==> config.mk <==
export PLATFORM = sky130hd
export DESIGN_NAME = clock_divider_sleep_control
export DESIGN_NICKNAME = d
export VERILOG_FILES = /design/src/pkg/clock_ctrl_pkg.sv /design/src/pkg/div_if.sv /design/src/verilog/clock_div_gen.sv /design/src/verilog/clock_divider_sleep_control.sv
export VERILOG_INCLUDE_DIRS = /design/src /design/src/pkg
export SDC_FILE = /design/constraint.sdc
export NUM_CORES = 1
export LEC_CHECK = 0
export BUFFER_PORTS_ARGS = -buffer_cell sky130_fd_sc_hd__buf_2
export CORE_MARGIN = 1
export CORE_UTILIZATION = 40
export CTS_CLUSTER_SIZE = 28
export DETAILED_ROUTE_END_ITERATION = 10
export SLEW_MARGIN = 30
export SYNTH_ARGS = -nofsm -noshare
export SYNTH_HDL_FRONTEND = slang
export SYNTH_HIERARCHICAL = 1
export SYNTH_SLANG_ARGS = --single-unit
==> constraint.sdc <==
create_clock -name CLK -period 2.6 [get_ports CLK]
set_input_delay 0.13 -clock CLK [delete_from_list [all_inputs] [get_ports CLK]]
set_output_delay 0.13 -clock CLK [all_outputs]
set_load 0.01 [all_outputs]
==> src/pkg/clock_ctrl_map.svh <==
// Purpose: Offsets, field positions, reset values and divide figures of the clock and sleep control block
// Assumes: Included by bare name from the design and bench files
// Notes  : Definitions only
`ifndef CLOCK_CTRL_MAP_SVH
`define CLOCK_CTRL_MAP_SVH

// I/O ports of the indexed register access and the speed ports
`define INDEX_PORT      16'h00EC
`define DATA_PORT       16'h00ED
`define SLOW_SPEED_PORT 16'h00F4
`define FAST_SPEED_PORT 16'h00F5

// Register indexes behind the data port, and the value read back from an unmapped index
`define CLK_REG_IDX     8'h07
`define SLEEP_REG_IDX   8'h13
`define MISC_IDX        8'h14
`define UNMAPPED_DATA   8'hFF

// Clock control register fields
`define VIDEO_EN_BIT    7
`define CPU_DIV_HI      6
`define CPU_DIV_LO      5
`define FAST_DIV_HI     4
`define FAST_DIV_LO     3
`define OSC_SENSE_BIT   2
`define SLOW_DIV_HI     1
`define SLOW_DIV_LO     0

// Sleep control register fields, and the pin mode bit of the misc setup register
`define SLEEP_REQ_BIT   7
`define SLEEP_CODE_HI   6
`define SLEEP_CODE_LO   3
`define PIN_STATUS_BIT  2
`define PIN_FUNC_BIT    1
`define ENSYSCK_BIT     0
`define PIN_MODE_BIT    0

// Reset values
`define VIDEO_EN_RST    1'b0
`define CPU_DIV_RST     2'h0
`define FAST_DIV_RST    2'h2
`define SLEEP_CODE_RST  4'h0
`define PIN_FUNC_RST    1'b0
`define ENSYSCK_RST     1'b1
`define PIN_MODE_RST    1'b0

// Video memory window, 128 KB of the 16 MB address space
`define VIDEO_LO        24'h0A0000
`define VIDEO_HI        24'h0BFFFF

// Sleep divide factors by code, 0001 and codes above 1000 are reserved
`define SLEEP_DIV_0     11'h001
`define SLEEP_DIV_2     11'h008
`define SLEEP_DIV_3     11'h00C
`define SLEEP_DIV_4     11'h010
`define SLEEP_DIV_5     11'h040
`define SLEEP_DIV_6     11'h080
`define SLEEP_DIV_7     11'h100
`define SLEEP_DIV_8     11'h400

`endif

==> src/pkg/clock_ctrl_pkg.sv <==
// Purpose: Types shared by the clock and sleep control modules
// Assumes: Nothing beyond the map header
// Notes  : Sleep states are one-hot
package clock_ctrl_pkg;
	typedef logic [10:0] div_t;

	typedef enum logic [2:0] {
		ST_AWAKE = 3'b001,
		ST_SLEEP = 3'b010,
		ST_HOLD  = 3'b100
	} sleep_state_t;
endpackage : clock_ctrl_pkg

==> src/pkg/div_if.sv <==
// Purpose: Carrier between the control logic and one clock divider
// Assumes: Single clock domain
// Notes  : divisor is a toggle count in source ticks
`timescale 1ns/100ps
`default_nettype none
interface div_if;
	clock_ctrl_pkg::div_t divisor;
	logic                 tick;
	logic                 clk_out;

	modport ctrl (output divisor, output tick, input clk_out);
	modport gen  (input divisor, input tick, output clk_out);
endinterface : div_if
`default_nettype wire

==> src/verilog/clock_div_gen.sv <==
// Purpose: Divided clock waveform with glitch-free divisor changes
// Assumes: tick marks one source edge; divisor of 1 or more
// Notes  : A new divisor is taken only at the start of a high phase
`timescale 1ns/100ps
`default_nettype none
module clock_div_gen (
	// Clock and reset
	input  wire logic CLK,
	input  wire logic RST_N,
	// Divider carrier
	div_if.gen        dv
);
	import clock_ctrl_pkg::*;

	div_t cnt_q;
	div_t cur_div_q;
	logic out_q;

	////////////////////////////////////////////////////////////////////////
	// whole phases only
	// Count ticks, toggle after cur_div of them; reload only on the rising toggle
	always_ff @(posedge CLK or negedge RST_N) begin
		if (!RST_N) begin
			cnt_q     <= 11'h000;
			cur_div_q <= 11'h001;
			out_q     <= 1'b0;
		end else if (dv.tick) begin
			if (cnt_q >= cur_div_q - 11'h001) begin
				cnt_q <= 11'h000;
				out_q <= ~out_q;
				if (!out_q) begin
					cur_div_q <= (dv.divisor == 11'h000) ? 11'h001 : dv.divisor;
				end
			end else begin
				cnt_q <= cnt_q + 11'h001;
			end
		end
	end

	assign dv.clk_out = out_q;
endmodule : clock_div_gen
`default_nettype wire

==> src/verilog/clock_divider_sleep_control.sv <==
// Purpose: Processor and bus clock dividers with sleep mode control
// Assumes: Each CLK cycle stands for one half-cycle of the 2x processor input clock
// Notes  : Registers sit behind an index port and a data port on the I/O bus
`timescale 1ns/100ps
`default_nettype none
`include "clock_ctrl_map.svh"

module clock_divider_sleep_control (
	// Clock and reset
	input  wire logic                  CLK,
	input  wire logic                  RST_N,
	// I/O register access
	input  wire logic [15:0]           IO_ADDR,
	input  wire logic [7:0]            IO_WDATA,
	input  wire logic                  IO_WR,
	input  wire logic                  IO_RD,
	output logic      [7:0]            IO_RDATA,
	// Memory cycle watch
	input  wire logic                  MEM_CYCLE,
	input  wire logic [23:0]           MEM_ADDR,
	// Pins and straps
	input  wire logic                  TURBO,
	input  wire logic                  BUS_OSC_IN,
	input  wire logic                  BUS_OSC_PRESENT,
	input  wire logic                  STRAP_HI,
	input  wire logic                  STRAP_LO,
	input  wire logic                  SLEEP_N,
	input  wire logic                  IRQ,
	input  wire logic                  HOLD_REQ,
	// Clocks and sleep status
	output logic                       CPU_CLK_OUT,
	output logic                       BUS_CLK_OUT,
	output logic                       SLEEP_ACTIVE,
	output logic                       OSC_LOGIC_EN,
	output logic                       REFRESH_DIV_EN,
	output clock_ctrl_pkg::div_t       CPU_DIV_NOW
);
	import clock_ctrl_pkg::*;

	////////////////////////////////////////////////////////////////////////
	// Divide figure lookups
	function automatic div_t sleep_div(input logic [3:0] code);
		case (code)
			4'h0:    sleep_div = `SLEEP_DIV_0;
			4'h2:    sleep_div = `SLEEP_DIV_2;
			4'h3:    sleep_div = `SLEEP_DIV_3;
			4'h4:    sleep_div = `SLEEP_DIV_4;
			4'h5:    sleep_div = `SLEEP_DIV_5;
			4'h6:    sleep_div = `SLEEP_DIV_6;
			4'h7:    sleep_div = `SLEEP_DIV_7;
			4'h8:    sleep_div = `SLEEP_DIV_8;
			default: sleep_div = `SLEEP_DIV_0; // Reserved codes run undivided
		endcase
	endfunction : sleep_div

	// Toggle count for a bus divide factor; an oscillator tick is a whole period
	function automatic div_t bus_div(input logic [3:0] factor, input logic osc);
		bus_div = osc ? div_t'(factor >> 1) : div_t'(factor);
	endfunction : bus_div

	////////////////////////////////////////////////////////////////////////
	// State
	logic         video_en_q;
	logic [1:0]   cpu_sel_q;
	logic [1:0]   fast_sel_q;
	logic         sense_q;
	logic [1:0]   slow_sel_q;
	logic         sleep_req_q;
	logic [3:0]   sleep_code_q;
	logic         pin_func_q;
	logic         ensysck_q;
	logic         pin_mode_q;
	logic [7:0]   index_q;
	logic         nonturbo_q;
	logic         osc_present_q;
	logic         strap_done_q;
	logic         pin_prev_q;
	logic         osc_prev_q;
	logic [7:0]   rdata_q;
	sleep_state_t state_q;
	sleep_state_t state_d;
	div_t         cpu_div_q;
	div_t         bus_div_q;
	logic         bus_tick_q;
	logic         osc_en_q;
	logic         refresh_en_q;

	// Decoded strobes
	logic wr_index;
	logic wr_data;
	logic wr_clk;
	logic wr_sleep;
	logic wr_misc;
	logic pin_fall;
	logic pin_rise;
	logic enter_sleep;
	logic exit_sleep;
	logic video_hit;
	logic fast_use;
	logic nonturbo_sel;

	div_if cpu_dv ();
	div_if bus_dv ();

	////////////////////////////////////////////////////////////////////////
	// Address decoding of the index and data ports
	always_comb begin
		wr_index = 1'b0;
		wr_data  = 1'b0;
		if (IO_WR && IO_ADDR == `INDEX_PORT) begin
			wr_index = 1'b1;
		end else if (IO_WR && IO_ADDR == `DATA_PORT) begin
			wr_data = 1'b1;
		end
	end

	assign wr_clk   = wr_data && (index_q == `CLK_REG_IDX);
	assign wr_sleep = wr_data && (index_q == `SLEEP_REG_IDX);
	assign wr_misc  = wr_data && (index_q == `MISC_IDX);

	// Index register
	always_ff @(posedge CLK or negedge RST_N) begin
		if (!RST_N) begin
			index_q <= 8'h00;
		end else if (wr_index) begin
			index_q <= IO_WDATA;
		end
	end

	////////////////////////////////////////////////////////////////////////
	// Straps are caught on the first edge after release, never under reset
	always_ff @(posedge CLK or negedge RST_N) begin
		if (!RST_N) begin
			strap_done_q  <= 1'b0;
			osc_present_q <= 1'b0;
		end else if (!strap_done_q) begin
			strap_done_q  <= 1'b1;
			osc_present_q <= BUS_OSC_PRESENT;
		end
	end

	////////////////////////////////////////////////////////////////////////
	// Clock control register
	always_ff @(posedge CLK or negedge RST_N) begin
		if (!RST_N) begin
			video_en_q <= `VIDEO_EN_RST;
			cpu_sel_q  <= `CPU_DIV_RST;
			fast_sel_q <= `FAST_DIV_RST;
			sense_q    <= 1'b0;
			slow_sel_q <= 2'h0;
		end else if (!strap_done_q) begin
			slow_sel_q <= {STRAP_HI, STRAP_LO};
			sense_q    <= BUS_OSC_PRESENT ? 1'b0 : BUS_OSC_IN;
		end else begin
			if (wr_clk) begin
				video_en_q <= IO_WDATA[`VIDEO_EN_BIT];
				cpu_sel_q  <= IO_WDATA[`CPU_DIV_HI:`CPU_DIV_LO];
				fast_sel_q <= IO_WDATA[`FAST_DIV_HI:`FAST_DIV_LO];
				slow_sel_q <= IO_WDATA[`SLOW_DIV_HI:`SLOW_DIV_LO];
			end
			// sense mirrors pin or holds software value
			if (!osc_present_q) begin
				sense_q <= BUS_OSC_IN;
			end else if (wr_clk) begin
				sense_q <= IO_WDATA[`OSC_SENSE_BIT];
			end
		end
	end

	////////////////////////////////////////////////////////////////////////
	// Sleep control and misc setup registers
	always_ff @(posedge CLK or negedge RST_N) begin
		if (!RST_N) begin
			sleep_req_q  <= 1'b0;
			sleep_code_q <= `SLEEP_CODE_RST;
			pin_func_q   <= `PIN_FUNC_RST;
			ensysck_q    <= `ENSYSCK_RST;
			pin_mode_q   <= `PIN_MODE_RST;
		end else begin
			if (wr_sleep) begin
				sleep_req_q  <= IO_WDATA[`SLEEP_REQ_BIT];
				sleep_code_q <= IO_WDATA[`SLEEP_CODE_HI:`SLEEP_CODE_LO];
				pin_func_q   <= IO_WDATA[`PIN_FUNC_BIT];
				ensysck_q    <= IO_WDATA[`ENSYSCK_BIT];
			end
			if (wr_misc) begin
				pin_mode_q <= IO_WDATA[`PIN_MODE_BIT];
			end
		end
	end

	////////////////////////////////////////////////////////////////////////
	// software slow-speed latch; F5h write returns to turbo
	always_ff @(posedge CLK or negedge RST_N) begin
		if (!RST_N) begin
			nonturbo_q <= 1'b0;
		end else if (IO_WR && IO_ADDR == `SLOW_SPEED_PORT) begin
			nonturbo_q <= 1'b1;
		end else if (IO_WR && IO_ADDR == `FAST_SPEED_PORT) begin
			nonturbo_q <= 1'b0;
		end
	end

	// Pin history for edge detection; SLEEP_N history resets idle-high so reset makes no edge, oscillator history resets low
	always_ff @(posedge CLK or negedge RST_N) begin
		if (!RST_N) begin
			pin_prev_q <= 1'b1;
			osc_prev_q <= 1'b0;
		end else begin
			pin_prev_q <= SLEEP_N;
			osc_prev_q <= BUS_OSC_IN;
		end
	end

	assign pin_fall = pin_prev_q && !SLEEP_N;
	assign pin_rise = !pin_prev_q && SLEEP_N;

	////////////////////////////////////////////////////////////////////////
	// Sleep entry and exit; exit wins when both land together
	// pin entry
	assign enter_sleep = (wr_sleep && IO_WDATA[`SLEEP_REQ_BIT]) || (pin_func_q && pin_fall);
	assign exit_sleep  = (wr_sleep && !IO_WDATA[`SLEEP_REQ_BIT]) || (pin_rise && !pin_mode_q) || IRQ;

	always_comb begin
		state_d = state_q;
		case (state_q)
			ST_AWAKE: begin
				if (enter_sleep && !exit_sleep) begin
					state_d = HOLD_REQ ? ST_HOLD : ST_SLEEP;
				end
			end
			ST_SLEEP: begin
				if (exit_sleep) begin
					state_d = ST_AWAKE;
				end else if (HOLD_REQ) begin
					state_d = ST_HOLD;
				end
			end
			ST_HOLD: begin
				if (exit_sleep) begin
					state_d = ST_AWAKE;
				end else if (!HOLD_REQ) begin
					state_d = ST_SLEEP;
				end
			end
			default: state_d = ST_AWAKE;
		endcase
	end

	always_ff @(posedge CLK or negedge RST_N) begin
		if (!RST_N) begin
			state_q <= ST_AWAKE;
		end else begin
			state_q <= state_d;
		end
	end

	////////////////////////////////////////////////////////////////////////
	// Processor divisor; the divider itself waits for a period boundary
	assign nonturbo_sel = !TURBO || nonturbo_q;

	always_ff @(posedge CLK or negedge RST_N) begin
		if (!RST_N) begin
			cpu_div_q <= 11'h001;
		end else if (state_d == ST_SLEEP) begin
			cpu_div_q <= sleep_div(sleep_code_q);
		end else if (nonturbo_sel) begin
			cpu_div_q <= div_t'(cpu_sel_q) + 11'h001;
		end else begin
			cpu_div_q <= 11'h001;
		end
	end

	////////////////////////////////////////////////////////////////////////
	// Bus divisor and source tick
	assign video_hit = (MEM_ADDR >= `VIDEO_LO) && (MEM_ADDR <= `VIDEO_HI);
	assign fast_use  = sense_q || (video_en_q && MEM_CYCLE && video_hit);

	always_ff @(posedge CLK or negedge RST_N) begin
		if (!RST_N) begin
			bus_div_q <= 11'h002;
		end else if (fast_use) begin
			// fast factors, reserved code runs as divide by 6
			bus_div_q <= bus_div((fast_sel_q == 2'h0) ? 4'h2 : (fast_sel_q == 2'h1) ? 4'h4 : 4'h6,
			                     osc_present_q);
		end else begin
			bus_div_q <= bus_div({1'b0, slow_sel_q, 1'b0} + 4'h2, osc_present_q);
		end
	end

	// source: oscillator rising edges, or every input half-cycle
	always_ff @(posedge CLK or negedge RST_N) begin
		if (!RST_N) begin
			bus_tick_q <= 1'b0;
		end else begin
			bus_tick_q <= osc_present_q ? (BUS_OSC_IN && !osc_prev_q) : 1'b1;
		end
	end

	assign cpu_dv.divisor = cpu_div_q;
	assign cpu_dv.tick    = 1'b1;
	assign bus_dv.divisor = bus_div_q;
	assign bus_dv.tick    = bus_tick_q;

	clock_div_gen u_cpu_div (
		.CLK   (CLK),
		.RST_N (RST_N),
		.dv    (cpu_dv)
	);

	clock_div_gen u_bus_div (
		.CLK   (CLK),
		.RST_N (RST_N),
		.dv    (bus_dv)
	);

	////////////////////////////////////////////////////////////////////////
	// sleep gating outputs; bus clock keeps running for DMA and refresh
	always_ff @(posedge CLK or negedge RST_N) begin
		if (!RST_N) begin
			osc_en_q     <= 1'b1;
			refresh_en_q <= 1'b0;
		end else begin
			osc_en_q     <= (state_d != ST_SLEEP);
			refresh_en_q <= (state_d == ST_SLEEP);
		end
	end

	// Read data, one cycle after the strobe
	always_ff @(posedge CLK or negedge RST_N) begin
		if (!RST_N) begin
			rdata_q <= 8'h00;
		end else if (IO_RD) begin
			if (IO_ADDR == `INDEX_PORT) begin
				rdata_q <= index_q;
			end else if (IO_ADDR == `DATA_PORT && index_q == `CLK_REG_IDX) begin
				rdata_q <= {video_en_q, cpu_sel_q, fast_sel_q, sense_q, slow_sel_q};
			end else if (IO_ADDR == `DATA_PORT && index_q == `SLEEP_REG_IDX) begin
				rdata_q <= {sleep_req_q, sleep_code_q, pin_prev_q, pin_func_q, ensysck_q};
			end else if (IO_ADDR == `DATA_PORT && index_q == `MISC_IDX) begin
				rdata_q <= {7'h00, pin_mode_q};
			end else begin
				rdata_q <= `UNMAPPED_DATA;
			end
		end
	end

	assign IO_RDATA       = rdata_q;
	assign CPU_CLK_OUT    = cpu_dv.clk_out;
	assign BUS_CLK_OUT    = bus_dv.clk_out;
	assign SLEEP_ACTIVE   = state_q[1];
	assign OSC_LOGIC_EN   = osc_en_q;
	assign REFRESH_DIV_EN = refresh_en_q;
	assign CPU_DIV_NOW    = cpu_div_q;
endmodule : clock_divider_sleep_control
`default_nettype wire

## After elaboration in Yosys (flattened, before gate mapping)

Memory sizes are Yosys's and may differ from the RTL's.
Index checks and enable logic that the tools add are counted.

| word-level totals | value |
|---|---|
| ROM bits | 128 |
| memories kept | 1 |
| register bits after elaboration | 111 |

Memories:

| name | words | bits a word | rd ports | clocked after memory_dff | wr ports | RTL line | source |
|---|---|---|---|---|---|---|---|
| (no name shown) | 16 | 8 | 1 | 0 | 0 | clock_divider_sleep_control.sv:43 | `case (code)` |

| cells by class | value |
|---|---|
| muxes and demuxes | 34 |
| $lt $le $gt $ge | 4 |
| reduce and logical (&&, ||, !) cells | 41 |
| bitwise operators | 2 |
| equality and inequality tests | 15 |
| add/sub/neg operators | 6 |

Operator list:

| kind | count |
|---|---|
| equality test 16 x 8 -> 1 bit, second input constant | 4 |
| two-way mux 11 bit | 5 |
| two-way mux 8 bit | 4 |
| two-way mux 3 bit | 9 |
| >= comparator 24 x 20 -> 1 bit, second input constant | 1 |
| <= comparator 24 x 20 -> 1 bit, second input constant | 1 |
| adder 11 x 1 -> 11 bit, second input constant | 2 |
| >= comparator 11 bit | 2 |
| zero test 11 bit | 2 |
| subtractor 11 x 1 -> 11 bit, second input constant | 2 |
| logical AND 1 bit | 21 |
| equality test 8 x 5 -> 1 bit, second input constant | 2 |
| two-way mux 1 bit | 10 |
| one-hot mux 3 bit (3 select lines) | 1 |
| equality test 8 x 3 -> 1 bit, second input constant | 1 |
| two-way mux 4 bit | 2 |
| zero test 1 bit | 7 |
| equality test 3 x 2 -> 1 bit, second input constant | 2 |
| two-way mux 2 bit | 3 |
| != test 3 x 2 -> 1 bit, second input constant | 2 |
| AND reduction 2 bit | 3 |
| logical OR 1 bit | 5 |
| adder 3 x 2 -> 4 bit, second input constant | 1 |
| adder 2 x 1 -> 3 bit, second input constant | 1 |
| 8 further kinds | 9 |

## Depth between registers and ports, before layout

| logic depth | value |
|---|---|
| depth in word-level cells | 14 |
| gate-level depth with buffers | 12 |
| mapped depth without buffers | 11 |

## Modules after synthesis

The synthesis kept the hierarchy.

Modules (own cells, without submodules):

| module | seq. area each (um^2) | cells each | times used | area each (um^2) |
|---|---|---|---|---|
| clock_divider_sleep_control | 1410.1 | 229 | 1 | 2651.3 |
| clock_div_gen (u_bus_div) | 576.8 | 144 | 1 | 1515.2 |
| clock_div_gen (u_cpu_div) | 576.8 | 145 | 1 | 1510.2 |

## Worst setup path after synthesis

Ideal clock, no wire load.

| timing | value |
|---|---|
| path type | reg-to-reg |
| start | register u_cpu_div.cur_div_q[0] |
| end | register u_cpu_div.cur_div_q[10] |
| buffers on the path | 1 |
| arrival | 2501 ps |
| stages on the path, launching flop included | 13 |
| period minus slack after synthesis | 2626 ps |
| path slack | -26 ps |
| library setup time | 125 ps |
| path through | dfstp_2 inv_1 ha_1 nand3b_1 nor3_1 xnor2_1 ha_1 a211oi_2 nor2_1 nor3_4 a21oi_2 buf_6 mux2_4 |

| on the way | value |
|---|---|
| longest elaborated chain between the ends | 3 |

RTL lines:

| what | RTL line | source |
|---|---|---|
| from (decl) | clock_div_gen.sv:16 | `div_t cur_div_q;` |
| from (signal assigned) | clock_div_gen.sv:32 | `cur_div_q <= (dv.divisor == 11'h000) ? 11'h001 : dv.divisor;` |
| subtractor 11 x 1 -> 11 bit | clock_div_gen.sv:28 | `if (cnt_q >= cur_div_q - 11'h001) begin` |
| >= comparator 11 bit | clock_div_gen.sv:28 |  |
| AND reduction 2 bit (no source line) | - |  |

Every way passes these cells.
A chain may end at the register's enable or synchronous reset.

## Worst setup path in the final report

| timing | value |
|---|---|
| start | register u_bus_div.cur_div_q[3] |
| end | register u_bus_div.cur_div_q[9] |

| on the way | value |
|---|---|
| longest elaborated chain between the ends | 3 |

RTL lines:

| what | RTL line |
|---|---|
| from (decl) | clock_div_gen.sv:16 |
| from (signal assigned) | clock_div_gen.sv:32 |
| subtractor 11 x 1 -> 11 bit | clock_div_gen.sv:28 |
| >= comparator 11 bit | clock_div_gen.sv:28 |
| AND reduction 3 bit (no source line) | - |

Every way passes these cells.

==> results_dict.tcl <==
set metrics [dict create \
    relSlewSlack_pct 50.8 \
    antenna_found_initial 0 \
    synth.most_common_cell "dfrtp_1" \
    worst_pin_slew_ps 739 \
    initial_core_util_pct 40.9 \
    drive_above_1_share_pct 33.0 \
    portBuffers 65 \
    totalWireLength_um 12900 \
    antenna_cells 0 \
    synth_area_leader_cell "dfrtp_1" \
    die-area_um2 14700 \
    grt_overflow 0 \
    pwr-share-seq_pct 39.6 \
    pwr-share-clk_pct 26.4 \
    ir_worst_vdd_uv 351 \
    worstPathCellList "nor3_2 > nand3b_1 > xor2_1 > ha_1 > nand4_1 > a21oi_2 > o21bai_4 > a21oi_4 > clkbuf_16 > mux2_4" \
    wl_per_cell_um 15.5 \
    clock_sinks 102 \
    fin_skew_ps 10.8 \
    cts_max_level 3 \
    cp_max_fo 5 \
    path_buf_inv 1 \
    drtIter0Drc 232 \
    holdWs_ps 21.0 \
    nFillCells 1294 \
    cp_top_family "simple AND/OR/NAND/NOR gates" \
    internal_power_mw 3.32 \
    synthTopCellsByCount "dfrtp_1, nor2_1, ha_1, inv_1, mux2_4" \
    area_growth_pct 24.7 \
    final.min_clock_period_ps 2770 \
    core-area_um2 13900 \
    core.rowCount 43 \
    r2r_slack_ps -170 \
    gp_congestion 0.800 \
    finalSetupViolations 24 \
    outcome "finished, violations left" \
    critical_path_required_ps 2830 \
    setup_ws_ps -171 \
    hold_path_class "input pin to flip-flop" \
    antenna_left 0 \
    ys_warn_count 6 \
    critPathKind "flip-flop to flip-flop" \
    grt_pass1_vias 4521 \
    cts_buffers 9 \
    ys_top_cells_by_area "dfrtp_1, ha_1, mux2_4" \
    grt_max_degree 57 \
    sw_frac_of_total_pct 34.4 \
    rsz0062_at_grt "true" \
    cts_tree "yes" \
    synthDistinctLibCells 67 \
    yosysSeqAreaShare_pct 45.2 \
    synth-seq-cells 102 \
    post-synth-top-area-fraction_pct 41.0 \
    ys_async_sr_fraction_pct 100 \
    place_area_um2 6560 \
    drc_errors 0 \
    avgSynthCellArea_um2 11.0 \
    firstDrtPassIters 4 \
    post-route-period-util_pct 107 \
    clock_latency_ps 360 \
    postLayoutCellArea_um2 7080 \
    critPathMaxStageDelay_ps 400 \
    power_frac_comb_pct 33.9 \
    cp-start-kind "flip-flop" \
    cts_buffer_depth 2 \
    io_pins 85 \
    p_per_area_nw_per_um2 714 \
    cts_root_buf "clkbuf_16" \
    multiInputGateArea_um2 3170 \
    final_max_slew_viol_count 0 \
    p_sw_mw 1.74 \
    clk_pin_slew_ps 80 \
    dpl.hpwl_um 9460 \
    gr-usage-all-layers_pct 18.8 \
    worstPathArrival_ps 3010 \
    grt_pass1_wl_um 21500 \
    violations "negative setup slack" \
    cpMaxStageDelayCell "dfrtp_1" \
    die_x_um 121 \
    hold_violations 0 \
    viasPerCell 5.32 \
    synth_ff_type "dfrtp_1" \
    syn_inst 518 \
    end_kind "flip-flop" \
    register_area_um2 2560 \
    vias 4434 \
    synth_edf_count 0 \
    syn_area_um2 5680 \
    p_leak_nw 3.29 \
    nets 738 \
    die_h_um 121 \
    max-cap-violations 0 \
    fmax_ghz 0.361 \
]
-- metrics by stage --
stage                     utilization (%)  power (mW)  setup TNS, ps  cells  worst slack, ps
after global routing                 51.0        5.40          -6310    834             -311
after floorplan                         -        3.04              0    544             17.7
after global placement               47.3        3.54           -295    809            -55.0
after CTS                            50.0        5.02          -1000    830             -105
after detailed placement             47.3        3.63          -1340    809            -93.4
final                                51.0        5.06          -1770    834             -171
-- layer usage --
metal | wire length [um] | vias up | track usage (%)
met5 | 0 | - | 0
met2 | 6380 | 99 | 31.4
met3 | 500 | 21 | 3.24
met4 | 310 | 0 | 9.41
met1 | 5710 | 2178 | 23.5
li1 | - | 2136 | -
-- tightest hold or removal path: cells and delay by family --
family          cells  cell delay [ps]
compound gates      1              100
buf+inv             1               80
simple gates        1               30
-- layout make-up --
class	instances	area share (%)
Clock buffer	10	3.38
Clock inverter	6	0.725
Inverter	28	1.48
Multi-Input combinational cell	400	44.8
Sequential cell	102	36.2
Tap cell	180	3.18
Timing Repair Buffer	108	10.2
-- sequential cells by signal, indices dropped and copies added (netlist names), 2 cells and up --
name	cells
CPU_DIV_NOW	9
IO_RDATA	8
bus_div_q	4
cpu_sel_q	2
fast_sel_q	2
index_q	8
sleep_code_q	4
slow_sel_q	2
state_q	3
u_bus_div/cnt_q	11
u_bus_div/cur_div_q	11
u_cpu_div/cnt_q	11
u_cpu_div/cur_div_q	11
-- logic make-up (layout without fill, tap and decap cells) --
kind of cell,count (synthesis),count (layout),synth area share [%]
flip-flops,102,102,45.2
AO/OA/AOI/OAI,91,91,11.1
other,2,28,0.132
AND/OR/NAND/NOR,172,172,18.2
multiplexers,49,49,11.1
buffers and inverters,42,152,3.31
adder cells (fa/ha/maj),28,28,6.17
XOR/XNOR,32,32,4.94
-- power groups by stage --
stage	sequential (mW)	combinational, mW	clock, mW
final	2.00	1.72	1.34
after global routing	2.04	1.91	1.45
after CTS	2.00	1.64	1.38
after detailed placement	2.02	1.61	0
after global placement	2.02	1.53	0
after floorplan	1.98	1.07	0
-- layout by cell type (no fill, tap or decap), types with 4 or more instances in the layout --
cell,synthesis,routed
nor3_4,2,4
o21ai_0,13,13
xnor2_1,19,19
nor3_2,3,7
inv_1,28,26
and3_1,8,8
nand4_1,17,17
mux2_4,23,25
mux2_2,18,16
o211ai_1,5,5
o22a_1,7,7
conb_1,2,28
buf_2,3,65
clkbuf_16,0,10
xor2_1,13,13
dfstp_2,9,9
nand2b_1,12,12
ha_1,28,26
nor3_1,13,7
buf_4,3,33
nand3_1,13,13
a21oi_1,16,15
nor4_1,10,10
mux2i_1,8,8
nor2_1,35,34
nand3b_1,7,7
dfrtp_1,93,93
o22ai_1,19,19
nand2_1,22,20
-- path summary, 6_finish.rpt --
kind,startpoint,end,cells after the start
worst max-delay path,u_bus_div/cur_div_q[3],u_bus_div/cur_div_q[9],10
worst min-delay path,STRAP_HI,slow_sel_q[1],3
worst max register to register,u_bus_div/cur_div_q[3],u_bus_div/cur_div_q[9],10
worst min register to register,osc_prev_q,bus_dv.tick,1
max in group asynchronous,RST_N,u_cpu_div/cur_div_q[0],3
min in group asynchronous,RST_N,u_bus_div/cnt_q[8],2
-- timing repair --
action	CTS	global route
resized for setup	11	18
pin swaps	5	7
hold buffers	3	0
gates cloned	0	1
endpoints found under the setup margin	27	41
setup buffers	2	3
hold endpoints to repair	53	0
Power figures use the tool's default switching activity.
